**src/shared/frame_pkg.sv**
```systemverilog
// constants and types shared by the command frame parser and reply sender
package frame_pkg;
	typedef logic [7:0]  byte_t;	// one frame byte
	typedef logic [31:0] word_t;	// four-byte value field
	typedef logic [3:0]  idx_t;	// byte position within a frame

	// command frame byte positions (serial form, address first)
	localparam idx_t CMD_IDX_ADDR    = 4'h0;
	localparam idx_t CMD_IDX_CODE    = 4'h1;
	localparam idx_t CMD_IDX_TYPE    = 4'h2;
	localparam idx_t CMD_IDX_BANK    = 4'h3;
	localparam idx_t CMD_IDX_VAL_MSB = 4'h4;
	localparam idx_t CMD_IDX_VAL_LSB = 4'h7;
	localparam idx_t CMD_IDX_SUM     = 4'h8;

	// reply frame byte positions (serial form)
	localparam idx_t REP_IDX_RADDR   = 4'h0;
	localparam idx_t REP_IDX_MADDR   = 4'h1;
	localparam idx_t REP_IDX_STATUS  = 4'h2;
	localparam idx_t REP_IDX_CODE    = 4'h3;
	localparam idx_t REP_IDX_VAL_MSB = 4'h4;
	localparam idx_t REP_IDX_VAL_LSB = 4'h7;
	localparam idx_t REP_IDX_SUM     = 4'h8;

	// reply status codes
	localparam byte_t STATUS_OK        = 8'h64;	// 100
	localparam byte_t STATUS_STORED    = 8'h65;	// 101
	localparam byte_t STATUS_BAD_SUM   = 8'h01;
	localparam byte_t STATUS_BAD_CMD   = 8'h02;
	localparam byte_t STATUS_BAD_TYPE  = 8'h03;
	localparam byte_t STATUS_BAD_VALUE = 8'h04;
	localparam byte_t STATUS_LOCKED    = 8'h05;
	localparam byte_t STATUS_UNAVAIL   = 8'h06;

	// reset values
	localparam byte_t BYTE_RESET = 8'h00;
	localparam word_t WORD_RESET = 32'h0000_0000;
	localparam idx_t  IDX_RESET  = 4'h0;
endpackage : frame_pkg

```
**src/shared/reply_if.sv**
```systemverilog
// reply hand-over between the command parser and the reply sender
`timescale 1ns/1ns
`default_nettype none
interface reply_if;
	import frame_pkg::*;
	logic  valid;		// reply fields are ready to send
	logic  ready;		// sender takes the fields this cycle
	logic  done;		// last reply byte left the sender
	logic  can_mode;	// short form: no addresses, no checksum
	byte_t reply_address;	// address the host listens on
	byte_t module_address;	// our own address
	byte_t status;		// reply status code
	byte_t code;		// echoed command code
	word_t value;		// reply value

	modport src (output valid, can_mode, reply_address, module_address,
		status, code, value, input ready, done);
	modport sink (input valid, can_mode, reply_address, module_address,
		status, code, value, output ready, done);
endinterface : reply_if
`default_nettype wire

```
**src/hdl/cmd_frame_parser.sv**
```systemverilog
// command frame receiver and reply sequencer for a slave motion module
`timescale 1ns/1ns
`default_nettype none
module cmd_frame_parser
	import frame_pkg::*;
(
	input  wire logic  clock,		// system clock, 25 MHz
	input  wire logic  nrst,		// async reset, active low
	input  wire logic  can_mode,		// short form link
	input  wire byte_t module_address,	// our address
	input  wire byte_t reply_address,	// address the host listens on
	input  wire logic  rx_valid,		// incoming byte valid
	input  wire byte_t rx_data,		// incoming byte
	output logic       rx_ready,		// parser takes rx_data
	output logic       exec_valid,		// command waits for executor
	output byte_t      exec_code,		// command code
	output byte_t      exec_type,		// type field
	output byte_t      exec_bank,		// motor or bank selector
	output word_t      exec_value,		// four-byte value
	input  wire logic  exec_ready,		// executor takes the command
	input  wire logic  result_valid,	// executor finished
	input  wire byte_t result_status,	// status to report
	input  wire word_t result_value,	// value to report
	output logic       tx_valid,		// reply byte valid
	output byte_t      tx_data,		// reply byte
	input  wire logic  tx_ready,		// link takes the reply byte
	output logic       tx_last,		// final reply byte
	output logic       tx_drive		// bus driver enable
);
	typedef enum logic [1:0] {
		S_RECV,		// listening for a command
		S_EXEC,		// offering the command to the executor
		S_WAIT,		// waiting for the executor's result
		S_REPLY		// reply in flight
	} state_t;

	state_t state;		// sequencer state
	idx_t   idx;		// position of the next incoming byte
	idx_t   first_idx;	// first byte position for this form
	idx_t   last_idx;	// final byte position for this form
	byte_t  sum;		// running 8-bit sum of command bytes
	logic   addr_hit;	// address byte matched this module
	logic   rx_take;	// byte accepted this cycle
	logic   frame_end;	// last byte of a frame accepted
	logic   sum_ok;		// checksum byte agrees with the sum
	byte_t  rep_status;	// status of the pending reply
	word_t  rep_value;	// value of the pending reply
	logic   rep_pending;	// reply fields not yet taken by sender
	logic   form_q;		// link form seen in the previous cycle
	logic   to_reply;	// this edge moves into the reply state

	reply_if rep ();	// hand-over to the reply sender

	// the bus is half duplex: accept bytes only while listening
	assign rx_ready   = (state == S_RECV);
	assign rx_take    = rx_valid && rx_ready;
	assign first_idx  = can_mode ? CMD_IDX_CODE : CMD_IDX_ADDR;
	assign last_idx   = can_mode ? CMD_IDX_VAL_LSB : CMD_IDX_SUM;
	assign frame_end  = rx_take && (idx == last_idx);
	assign sum_ok     = (rx_data == sum);
	assign exec_valid = (state == S_EXEC);
	// the two ways into the reply state: executor done, or checksum failed
	assign to_reply   = (state == S_WAIT && result_valid)
		|| (state == S_RECV && frame_end && !can_mode
		&& addr_hit && !sum_ok);

	// byte position counter; restarts after each frame
	always_ff @(posedge clock or negedge nrst) begin
		if (!nrst) begin
			idx <= IDX_RESET;
		end else if (state != S_RECV) begin
			idx <= first_idx;
		end else if (rx_take) begin
			idx <= frame_end ? first_idx : idx + 4'h1;
		end else if (can_mode != form_q) begin
			idx <= first_idx;	// form changed while idle
		end
	end

	// remembers the link form so a change between frames restarts the count;
	// without it a return to the long form would skip the address byte
	always_ff @(posedge clock or negedge nrst) begin
		if (!nrst) begin
			form_q <= 1'b0;
		end else begin
			form_q <= can_mode;
		end
	end

	// field capture by byte position
	always_ff @(posedge clock or negedge nrst) begin
		if (!nrst) begin
			exec_code  <= BYTE_RESET;
			exec_type  <= BYTE_RESET;
			exec_bank  <= BYTE_RESET;
			exec_value <= WORD_RESET;
			addr_hit   <= 1'b0;
		end else if (rx_take) begin
			case (idx)
				CMD_IDX_ADDR: begin
					addr_hit <= (rx_data == module_address);
				end
				CMD_IDX_CODE: begin
					exec_code <= rx_data;
				end
				CMD_IDX_TYPE: begin
					exec_type <= rx_data;
				end
				CMD_IDX_BANK: begin
					exec_bank <= rx_data;
				end
				CMD_IDX_SUM: begin
					// checksum is compared, not stored
				end
				default: begin	// value bytes, most significant first
					exec_value <= {exec_value[23:0], rx_data};
				end
			endcase
		end
	end

	// running checksum; the address byte is included
	always_ff @(posedge clock or negedge nrst) begin
		if (!nrst) begin
			sum <= BYTE_RESET;
		end else if (rx_take) begin
			sum <= (idx == first_idx) ? rx_data : sum + rx_data;
		end
	end

	// frame and reply sequencer
	always_ff @(posedge clock or negedge nrst) begin
		if (!nrst) begin
			state <= S_RECV;
		end else begin
			case (state)
				S_RECV: begin
					if (frame_end) begin
						if (can_mode) begin	// hardware CRC already checked
							state <= S_EXEC;
						end else if (!addr_hit) begin
							// not for us: stay silent
							state <= S_RECV;
						end else if (sum_ok) begin
							state <= S_EXEC;
						end else begin
							state <= S_REPLY;
						end
					end
				end
				S_EXEC: begin
					if (exec_ready) begin
						state <= S_WAIT;
					end
				end
				S_WAIT: begin
					if (result_valid) begin
						state <= S_REPLY;
					end
				end
				S_REPLY: begin
					if (rep.done) begin	// reply left: listen again
						state <= S_RECV;
					end
				end
				default: begin
					state <= S_RECV;
				end
			endcase
		end
	end

	// reply contents: executor result, or checksum error without execution
	always_ff @(posedge clock or negedge nrst) begin
		if (!nrst) begin
			rep_status <= STATUS_OK;
			rep_value  <= WORD_RESET;
		end else if (state == S_RECV && frame_end) begin
			rep_status <= STATUS_BAD_SUM;
			rep_value  <= WORD_RESET;
		end else if (state == S_WAIT && result_valid) begin
			rep_status <= result_status;
			rep_value  <= result_value;
		end
	end

	// offer the reply once: raised on the move into the reply state and
	// dropped when the sender takes it, so no reply is ever offered twice
	always_ff @(posedge clock or negedge nrst) begin
		if (!nrst) begin
			rep_pending <= 1'b0;
		end else if (to_reply) begin
			rep_pending <= 1'b1;
		end else if (rep.ready) begin
			rep_pending <= 1'b0;
		end
	end

	assign rep.valid          = rep_pending;
	assign rep.can_mode       = can_mode;
	assign rep.reply_address  = reply_address;
	assign rep.module_address = module_address;
	assign rep.status         = rep_status;
	assign rep.code           = exec_code;
	assign rep.value          = rep_value;

	// the sender owns the outgoing byte stream and the driver enable
	reply_sender sender (
		.clock    (clock),
		.nrst     (nrst),
		.rep      (rep),
		.tx_valid (tx_valid),
		.tx_data  (tx_data),
		.tx_ready (tx_ready),
		.tx_last  (tx_last),
		.tx_drive (tx_drive)
	);

	// command side: the port closes, fields land where the frame puts them
	a_rx_closed_busy: assert property (@(posedge clock)
		disable iff (!nrst)
		frame_end && (can_mode || addr_hit) |=> !rx_ready)
		else $error("bus still open after a command frame");
	a_code_capture: assert property (@(posedge clock)
		disable iff (!nrst)
		rx_take && idx == CMD_IDX_CODE |=> exec_code == $past(rx_data))
		else $error("command code byte not captured");
	a_type_capture: assert property (@(posedge clock)
		disable iff (!nrst)
		rx_take && idx == CMD_IDX_TYPE |=> exec_type == $past(rx_data))
		else $error("type byte not captured");
	a_bank_capture: assert property (@(posedge clock)
		disable iff (!nrst)
		rx_take && idx == CMD_IDX_BANK |=> exec_bank == $past(rx_data))
		else $error("motor or bank byte not captured");
	a_exec_hold: assert property (@(posedge clock)
		disable iff (!nrst)
		exec_valid && !exec_ready
		|=> exec_valid && $stable(exec_code) && $stable(exec_value))
		else $error("command fields changed while offered");
	a_frame_restart: assert property (@(posedge clock)
		disable iff (!nrst)
		frame_end |=> idx == $past(first_idx))
		else $error("byte counter did not restart after a frame");
	a_good_frame_exec: assert property (@(posedge clock)
		disable iff (!nrst)
		state == S_RECV && frame_end && !can_mode && addr_hit && sum_ok
		|=> exec_valid)
		else $error("good frame not offered to the executor");
	a_addr_compare: assert property (@(posedge clock)
		disable iff (!nrst)
		rx_take && idx == CMD_IDX_ADDR
		|=> addr_hit == ($past(rx_data) == $past(module_address)))
		else $error("address byte not compared with our address");
	a_value_msb_first: assert property (@(posedge clock)
		disable iff (!nrst)
		rx_take && idx == CMD_IDX_VAL_LSB
		|=> exec_value[7:0] == $past(rx_data))
		else $error("last value byte is not the least significant");
	a_sum_first_byte: assert property (@(posedge clock)
		disable iff (!nrst)
		rx_take && idx == first_idx |=> sum == $past(rx_data))
		else $error("checksum does not restart at the first byte");
	a_bad_sum_reply: assert property (@(posedge clock)
		disable iff (!nrst)
		state == S_RECV && frame_end && !can_mode && addr_hit && !sum_ok
		|=> state == S_REPLY && rep_status == STATUS_BAD_SUM)
		else $error("bad checksum not answered with status 1");
	a_short_no_check: assert property (@(posedge clock)
		disable iff (!nrst)
		state == S_RECV && frame_end && can_mode |=> state == S_EXEC)
		else $error("short frame not offered to the executor");
	// reply side: one reply per command, and only then the bus
	a_foreign_silent: assert property (@(posedge clock)
		disable iff (!nrst)
		state == S_RECV && frame_end && !can_mode && !addr_hit
		|=> state == S_RECV [*2])
		else $error("frame for another address was answered");
	a_reply_on_result: assert property (@(posedge clock)
		disable iff (!nrst)
		state == S_WAIT && result_valid |=> rep.valid && state == S_REPLY)
		else $error("executor result not turned into a reply");
	a_one_reply: assert property (@(posedge clock)
		disable iff (!nrst)
		rep.ready |=> !rep.valid && state == S_REPLY)
		else $error("reply handed to the sender more than once");
	a_drive_only_reply: assert property (@(posedge clock)
		disable iff (!nrst)
		tx_drive |-> state == S_REPLY)
		else $error("bus driven outside a reply");
	a_listen_after_reply: assert property (@(posedge clock)
		disable iff (!nrst)
		state == S_REPLY && rep.done |=> rx_ready && !tx_drive)
		else $error("bus not released after the reply");
	a_result_status: assert property (@(posedge clock)
		disable iff (!nrst)
		state == S_WAIT && result_valid
		|=> rep_status == $past(result_status)
		&& rep_value == $past(result_value))
		else $error("reply does not carry the executor result");
	a_reply_echo_code: assert property (@(posedge clock)
		disable iff (!nrst)
		rep.valid |-> rep.code == exec_code && state == S_REPLY)
		else $error("reply does not echo the command code");
endmodule : cmd_frame_parser
`default_nettype wire

```
**src/hdl/reply_sender.sv**
```systemverilog
// serialises one reply frame onto the outgoing byte stream
`timescale 1ns/1ns
`default_nettype none
module reply_sender
	import frame_pkg::*;
(
	input  wire logic  clock,	// system clock
	input  wire logic  nrst,	// async reset, active low
	reply_if.sink      rep,		// fields from the parser
	output logic       tx_valid,	// byte on tx_data is valid
	output byte_t      tx_data,	// outgoing byte
	input  wire logic  tx_ready,	// link takes the byte
	output logic       tx_last,	// final byte of the reply
	output logic       tx_drive	// bus driver enable
);
	byte_t frame [0:8];	// latched reply bytes
	byte_t built [0:8];	// reply bytes assembled from the fields
	logic  sending;		// a reply is on its way
	logic  short_form;	// latched can_mode of this reply
	idx_t  idx;		// position of the byte on tx_data
	idx_t  last_idx;	// final position for this form
	byte_t sent_sum;	// sum of bytes already sent, checker only
	logic  done_q;		// end-of-reply pulse

	// assemble the reply; checksum covers every other byte
	always_comb begin
		built[REP_IDX_RADDR]  = rep.reply_address;
		built[REP_IDX_MADDR]  = rep.module_address;
		built[REP_IDX_STATUS] = rep.status;
		built[REP_IDX_CODE]   = rep.code;
		for (int i = 0; i < 4; i++) begin
			built[REP_IDX_VAL_MSB + i] = rep.value[31 - 8 * i -: 8];
		end
		built[REP_IDX_SUM] = BYTE_RESET;
		for (int i = 0; i < 8; i++) begin
			built[REP_IDX_SUM] = built[REP_IDX_SUM] + built[i];
		end
	end

	// only take new fields while idle, so one reply never overlaps another
	assign rep.ready = rep.valid && !sending;
	assign rep.done  = done_q;
	assign tx_valid  = sending;
	assign tx_drive  = sending;
	// short form drops the two address bytes and the checksum
	assign last_idx  = short_form ? REP_IDX_VAL_LSB : REP_IDX_SUM;
	assign tx_last   = sending && (idx == last_idx);

	// byte sequencer
	always_ff @(posedge clock or negedge nrst) begin
		if (!nrst) begin
			sending    <= 1'b0;
			short_form <= 1'b0;
			idx        <= IDX_RESET;
			tx_data    <= BYTE_RESET;
			done_q     <= 1'b0;
			for (int i = 0; i < 9; i++) begin
				frame[i] <= BYTE_RESET;
			end
		end else begin
			done_q <= 1'b0;
			if (rep.ready) begin	// load a reply
				sending    <= 1'b1;
				short_form <= rep.can_mode;
				for (int i = 0; i < 9; i++) begin
					frame[i] <= built[i];
				end
				idx     <= rep.can_mode ? REP_IDX_STATUS : REP_IDX_RADDR;
				tx_data <= rep.can_mode ? built[REP_IDX_STATUS]
					: built[REP_IDX_RADDR];
			end else if (sending && tx_ready) begin
				if (idx == last_idx) begin	// back to receive mode
					sending <= 1'b0;
					done_q  <= 1'b1;
				end else begin
					idx     <= idx + 4'h1;
					tx_data <= frame[idx + 4'h1];
				end
			end
		end
	end

	// running sum of sent bytes, read only by the checks
	always_ff @(posedge clock or negedge nrst) begin
		if (!nrst) begin
			sent_sum <= BYTE_RESET;
		end else if (rep.ready) begin
			sent_sum <= BYTE_RESET;
		end else if (sending && tx_ready) begin
			sent_sum <= sent_sum + tx_data;
		end
	end

	a_tx_checksum: assert property (@(posedge clock)
		disable iff (!nrst)
		tx_last && !short_form |-> tx_data == sent_sum)
		else $error("reply checksum is not the sum of the other bytes");
	a_tx_first_byte: assert property (@(posedge clock)
		disable iff (!nrst)
		rep.ready && !rep.can_mode |=> tx_data == $past(rep.reply_address))
		else $error("serial reply does not open with reply address");
	a_tx_short_form: assert property (@(posedge clock)
		disable iff (!nrst)
		rep.ready && rep.can_mode |=> tx_data == $past(rep.status))
		else $error("short reply does not open with status");
endmodule : reply_sender
`default_nettype wire

```
**config.mk**
```make
export PLATFORM = sky130hd
export DESIGN_NAME = cmd_frame_parser
export DESIGN_NICKNAME = d
export VERILOG_FILES = /design/src/shared/frame_pkg.sv /design/src/shared/reply_if.sv /design/src/hdl/cmd_frame_parser.sv /design/src/hdl/reply_sender.sv
export SDC_FILE = /design/constraint.sdc
export NUM_CORES = 1
export LEC_CHECK = 0
export BUFFER_PORTS_ARGS = -buffer_cell sky130_fd_sc_hd__buf_2
export CORE_MARGIN = 2
export CORE_UTILIZATION = 60
export CTS_BUF_LIST = sky130_fd_sc_hd__clkbuf_2 sky130_fd_sc_hd__clkbuf_4 sky130_fd_sc_hd__clkbuf_8
export DETAILED_ROUTE_END_ITERATION = 6
export PLACE_DENSITY = 0.83
export SKIP_CTS_REPAIR_TIMING = 1
export SYNTH_ARGS = -nofsm -noshare
export SYNTH_HDL_FRONTEND = slang
export SYNTH_HIERARCHICAL = 1
export SYNTH_SLANG_ARGS = --single-unit
```
**constraint.sdc**
```tcl
create_clock -name clock -period 4.45 [get_ports clock]
set_clock_uncertainty 0.1 [all_clocks]
set_input_delay 1.335 -clock clock [delete_from_list [all_inputs] [get_ports clock]]
set_output_delay 1.335 -clock clock [all_outputs]
set_load 0.03 [all_outputs]
```
==> out/summary.txt <==
FLOORPLANNING
-----------------------------------------------------------------------------------------
# IOs ......................................................................          140
Placeable Area ............................................................. 0.0167 sq mm
Effective utilization at floorplan .........................................        61.9%
Die footprint .............................................................. 0.0183 sq mm
Standard-cell row count ....................................................           47
Die extent in x ............................................................  135 microns
Die Y ......................................................................  135 microns

GRT
-----------------------------------------------------------------------------------------
Aggregate global routing overflow ..........................................            0
Pin count of the biggest net entering global routing .......................          100
Initial antenna violation count ............................................            0
Global-route wire length before repair ..................................... 39000 microns
Overall global routing resource usage ......................................        28.1%
Vias in the first global route .............................................         7508

ROUTING
-----------------------------------------------------------------------------------------
Uppermost layer routed .....................................................         met4
Via count ..................................................................         7699
Via density ................................................................         5.66
ANT nets after route .......................................................            0
# DRC ......................................................................            0
Met3 wire length ........................................................... 1470 microns
Pre-antenna DRT Iters ......................................................            6
Routed wire length ......................................................... 24000 microns
Routed metal-1 wire length ................................................. 10600 microns
DR WL/cell ................................................................. 17.7 microns
First DRT Iteration DRCs ...................................................          656
Met2 Routed Length ......................................................... 11300 microns

LOGIC SYNTHESIS
-----------------------------------------------------------------------------------------
Share of synthesized area occupied by flip-flops and latches ...............        48.4%
Total nets after synthesis .................................................         1134
Top flip-flop cell by instance count after synthesis ....................... sky130_fd_sc_hd__dfrtp_1
Number of library cell types mapped by synthesis ...........................           57
Post-synth EDFFs ...........................................................            0
YS warnings ................................................................            6
Mapped Cells ...............................................................          998
Post-synthesis area per instance ...........................................   10.4 sq um
Post-synthesis cell area ................................................... 0.0103 sq mm
FF+latch count, synth ......................................................          200
Proportion of register bits with asynchronous set or reset after synthesis .         100%

CTS
-----------------------------------------------------------------------------------------
Clock slew at reported path FFs ............................................      0.09 ns
Number of sinks on the clock net ...........................................          200
TritonCTS clock tree .......................................................         done
Clock latency of the later-clocked register in the worst-skew pair .........      0.48 ns
Number of buffers between clock root and the deepest sink ..................            2
CTS Root Buffer Type ....................................................... sky130_fd_sc_hd__clkbuf_8
Number of buffers inserted during clock tree synthesis .....................           17
H-tree level count .........................................................            4

FINISH
-----------------------------------------------------------------------------------------
Synthesis-to-layout area growth ............................................        13.0%
N_diodes ...................................................................            0
Share of post-route cells with drive strength above 1 ......................        25.3%
Final Non-Filler Cells .....................................................         1361
Commonest non-fill, non-tap cells in the layout ............................ sky130_fd_sc_hd__nand2_1, sky130_fd_sc_hd__dfrtp_1, sky130_fd_sc_hd__buf_2, sky130_fd_sc_hd__inv_1, sky130_fd_sc_hd__mux2_2
Final Net Count ............................................................         1264
Most common cell after layout, fill and taps aside ......................... sky130_fd_sc_hd__nand2_1

WORST SETUP PATH
-----------------------------------------------------------------------------------------
Cell type group with the largest total delay on the critical path ..........  adder cells
Count of buffering cells on the critical path with inverters included ......            3
Data arrival time at the worst-slack endpoint ..............................      4.63 ns
Cell-by-cell trace of the critical path .................................... buf_8, fa_1, inv_2, fa_1, fa_1, fa_1, inv_2, ha_4, fa_2, a21o_1, a21oi_2, xor2_1, o21ai_1
CP endpoint kind ...........................................................    flip-flop
Slowest stage delay, CP ....................................................      0.52 ns
Setup crit start kind ......................................................   input port
Worst setup path class ..................................................... input port to flip-flop
Slowest library cell on the worst path ..................................... sky130_fd_sc_hd__fa_1
Peak fanout along the critical path ........................................            2
Critical path's most frequent cell ......................................... sky130_fd_sc_hd__fa_1
Required time worst endpoint ...............................................      4.69 ns

PLACEMENT
-----------------------------------------------------------------------------------------
Final weighted congestion of routability-driven global placement ...........        0.870
Cell count after placement .................................................         1329
Count of buffers from port buffering .......................................          139
Worst setup timing slack at the placement stage ............................    -0.443 ns
Detailed placement HPWL .................................................... 17400 microns

STATUS
-----------------------------------------------------------------------------------------
Status ..................................................................... finished clean

STA
-----------------------------------------------------------------------------------------
Crit share post-route ......................................................        98.7%
Shortest clock period the worst path allows after layout ...................      4.39 ns
Number of max-slew violations in the final report ..........................            0
Count of final hold-check violations .......................................            0
Worst max-slew margin expressed relative to the limit ......................        37.4%
Highest Clock Rate .........................................................      228 MHz
Tightest Pin Transition ....................................................     0.939 ns
Final setup margin .........................................................    0.0562 ns
Setup repair after global routing missed its margin ........................         true
Number of setup violations in the final report .............................            0

MIN PATH
-----------------------------------------------------------------------------------------
Class of the tightest hold or removal check ................................ flip-flop to flip-flop

JOB
-----------------------------------------------------------------------------------------
Max_cap viols ..............................................................            0

-- Yosys cell counts (7+ instances only) --
cell	n	share of area, %
sky130_fd_sc_hd__a31oi_1	10	0.61
sky130_fd_sc_hd__o21ai_0	52	2.5
sky130_fd_sc_hd__xor2_1	7	0.59
sky130_fd_sc_hd__mux4_2	16	3.5
sky130_fd_sc_hd__ha_1	25	3.0
sky130_fd_sc_hd__fa_1	40	7.7
sky130_fd_sc_hd__nor2_1	24	0.87
sky130_fd_sc_hd__clkbuf_1	35	1.3
sky130_fd_sc_hd__a32oi_1	8	0.68
sky130_fd_sc_hd__buf_2	7	0.34
sky130_fd_sc_hd__a21oi_1	51	2.5
sky130_fd_sc_hd__xnor2_1	22	1.9
sky130_fd_sc_hd__nand3_1	7	0.34
sky130_fd_sc_hd__nor3_1	7	0.34
sky130_fd_sc_hd__mux2_2	62	6.8
sky130_fd_sc_hd__inv_1	70	2.5
sky130_fd_sc_hd__dfrtp_1	197	48
sky130_fd_sc_hd__nand2_1	280	10
-- cells by family after synthesis --
group / after synthesis / share of synthesized area [%]
AND/OR/NAND/NOR: 348 / 13.8
flip-flops: 200 / 48.4
AO/OA/AOI/OAI: 151 / 8.69
buffers and inverters: 121 / 4.74
multiplexers: 81 / 10.5
adder cells (fa/ha/maj): 65 / 10.8
XOR/XNOR: 32 / 3.05
-- registers in the layout, summed over array words and instances (netlist names) --
register           flops
sender/frame          72
exec_value            32
rep.value             32
exec_bank              8
exec_code              8
exec_type              8
rep.status             8
sender/tx_data         8
sum                    8
idx                    4
sender/idx             4
state                  2
addr_hit               1
form_q                 1
rep.valid              1
sender/rep.done        1
sender/short_form      1
sender/tx_drive        1
-- final timing paths --
path | startpoint | to | slack, ns | cells past startpoint
min in group asynchronous | nrst | exec_bank[6] | 0.84 | 1
hold reg to reg | sender/frame[63] | sender/frame[63] | 0.38 | 2
setup / recovery | reply_address[2] | sender/frame[6] | 0.06 | 13
hold / removal | sender/frame[63] | sender/frame[63] | 0.38 | 2
max in group asynchronous | nrst | rep.value[9] | 2.59 | 2
setup reg to reg | rep.value[2] | sender/frame[6] | 0.45 | 12
-- worst reg2reg max path, delay by kind of cell, from the launching register on --
kind	cells	cell delay, ns
adder cells (fa/ha/maj)	6	2.55
flip-flops	1	0.47
buffers and inverters	2	0.12
AO/OA/AOI/OAI	3	0.43
XOR/XNOR	1	0.18
-- layer usage --
metal  track usage (%)  up-vias
met3              4.83       46
met1              40.9     3825
met5                 0        -
met2              42.8      273
li1                  -     3555
met4              10.9        0
-- stage by stage --
stage	area [sq um]	hold slack, ns	utilization, %	TNS, ns
after global routing	11700	0.407	70.0	-0.0275
final	11700	0.385	70.0	0
after global placement	11300	0.355	67.6	-0.890
after CTS	11700	0.382	69.8	0
after detailed placement	11300	0.359	67.6	-1.27
after floorplan	10400	0.340	-	-0.116
-- area by class of cell --
type | instances | area [sq um]
multi-input combinational | 677 | 4880
tap | 220 | 275
timing repair buffer | 161 | 892
inverter | 71 | 267
clock inverter | 13 | 120
fill | 1256 | 5010
clock buffer | 19 | 249
sequential | 200 | 5010
Power is left out: the tool's default activity adds up to more than one toggle a clock period on the data nets, which glitch-free logic cannot reach.
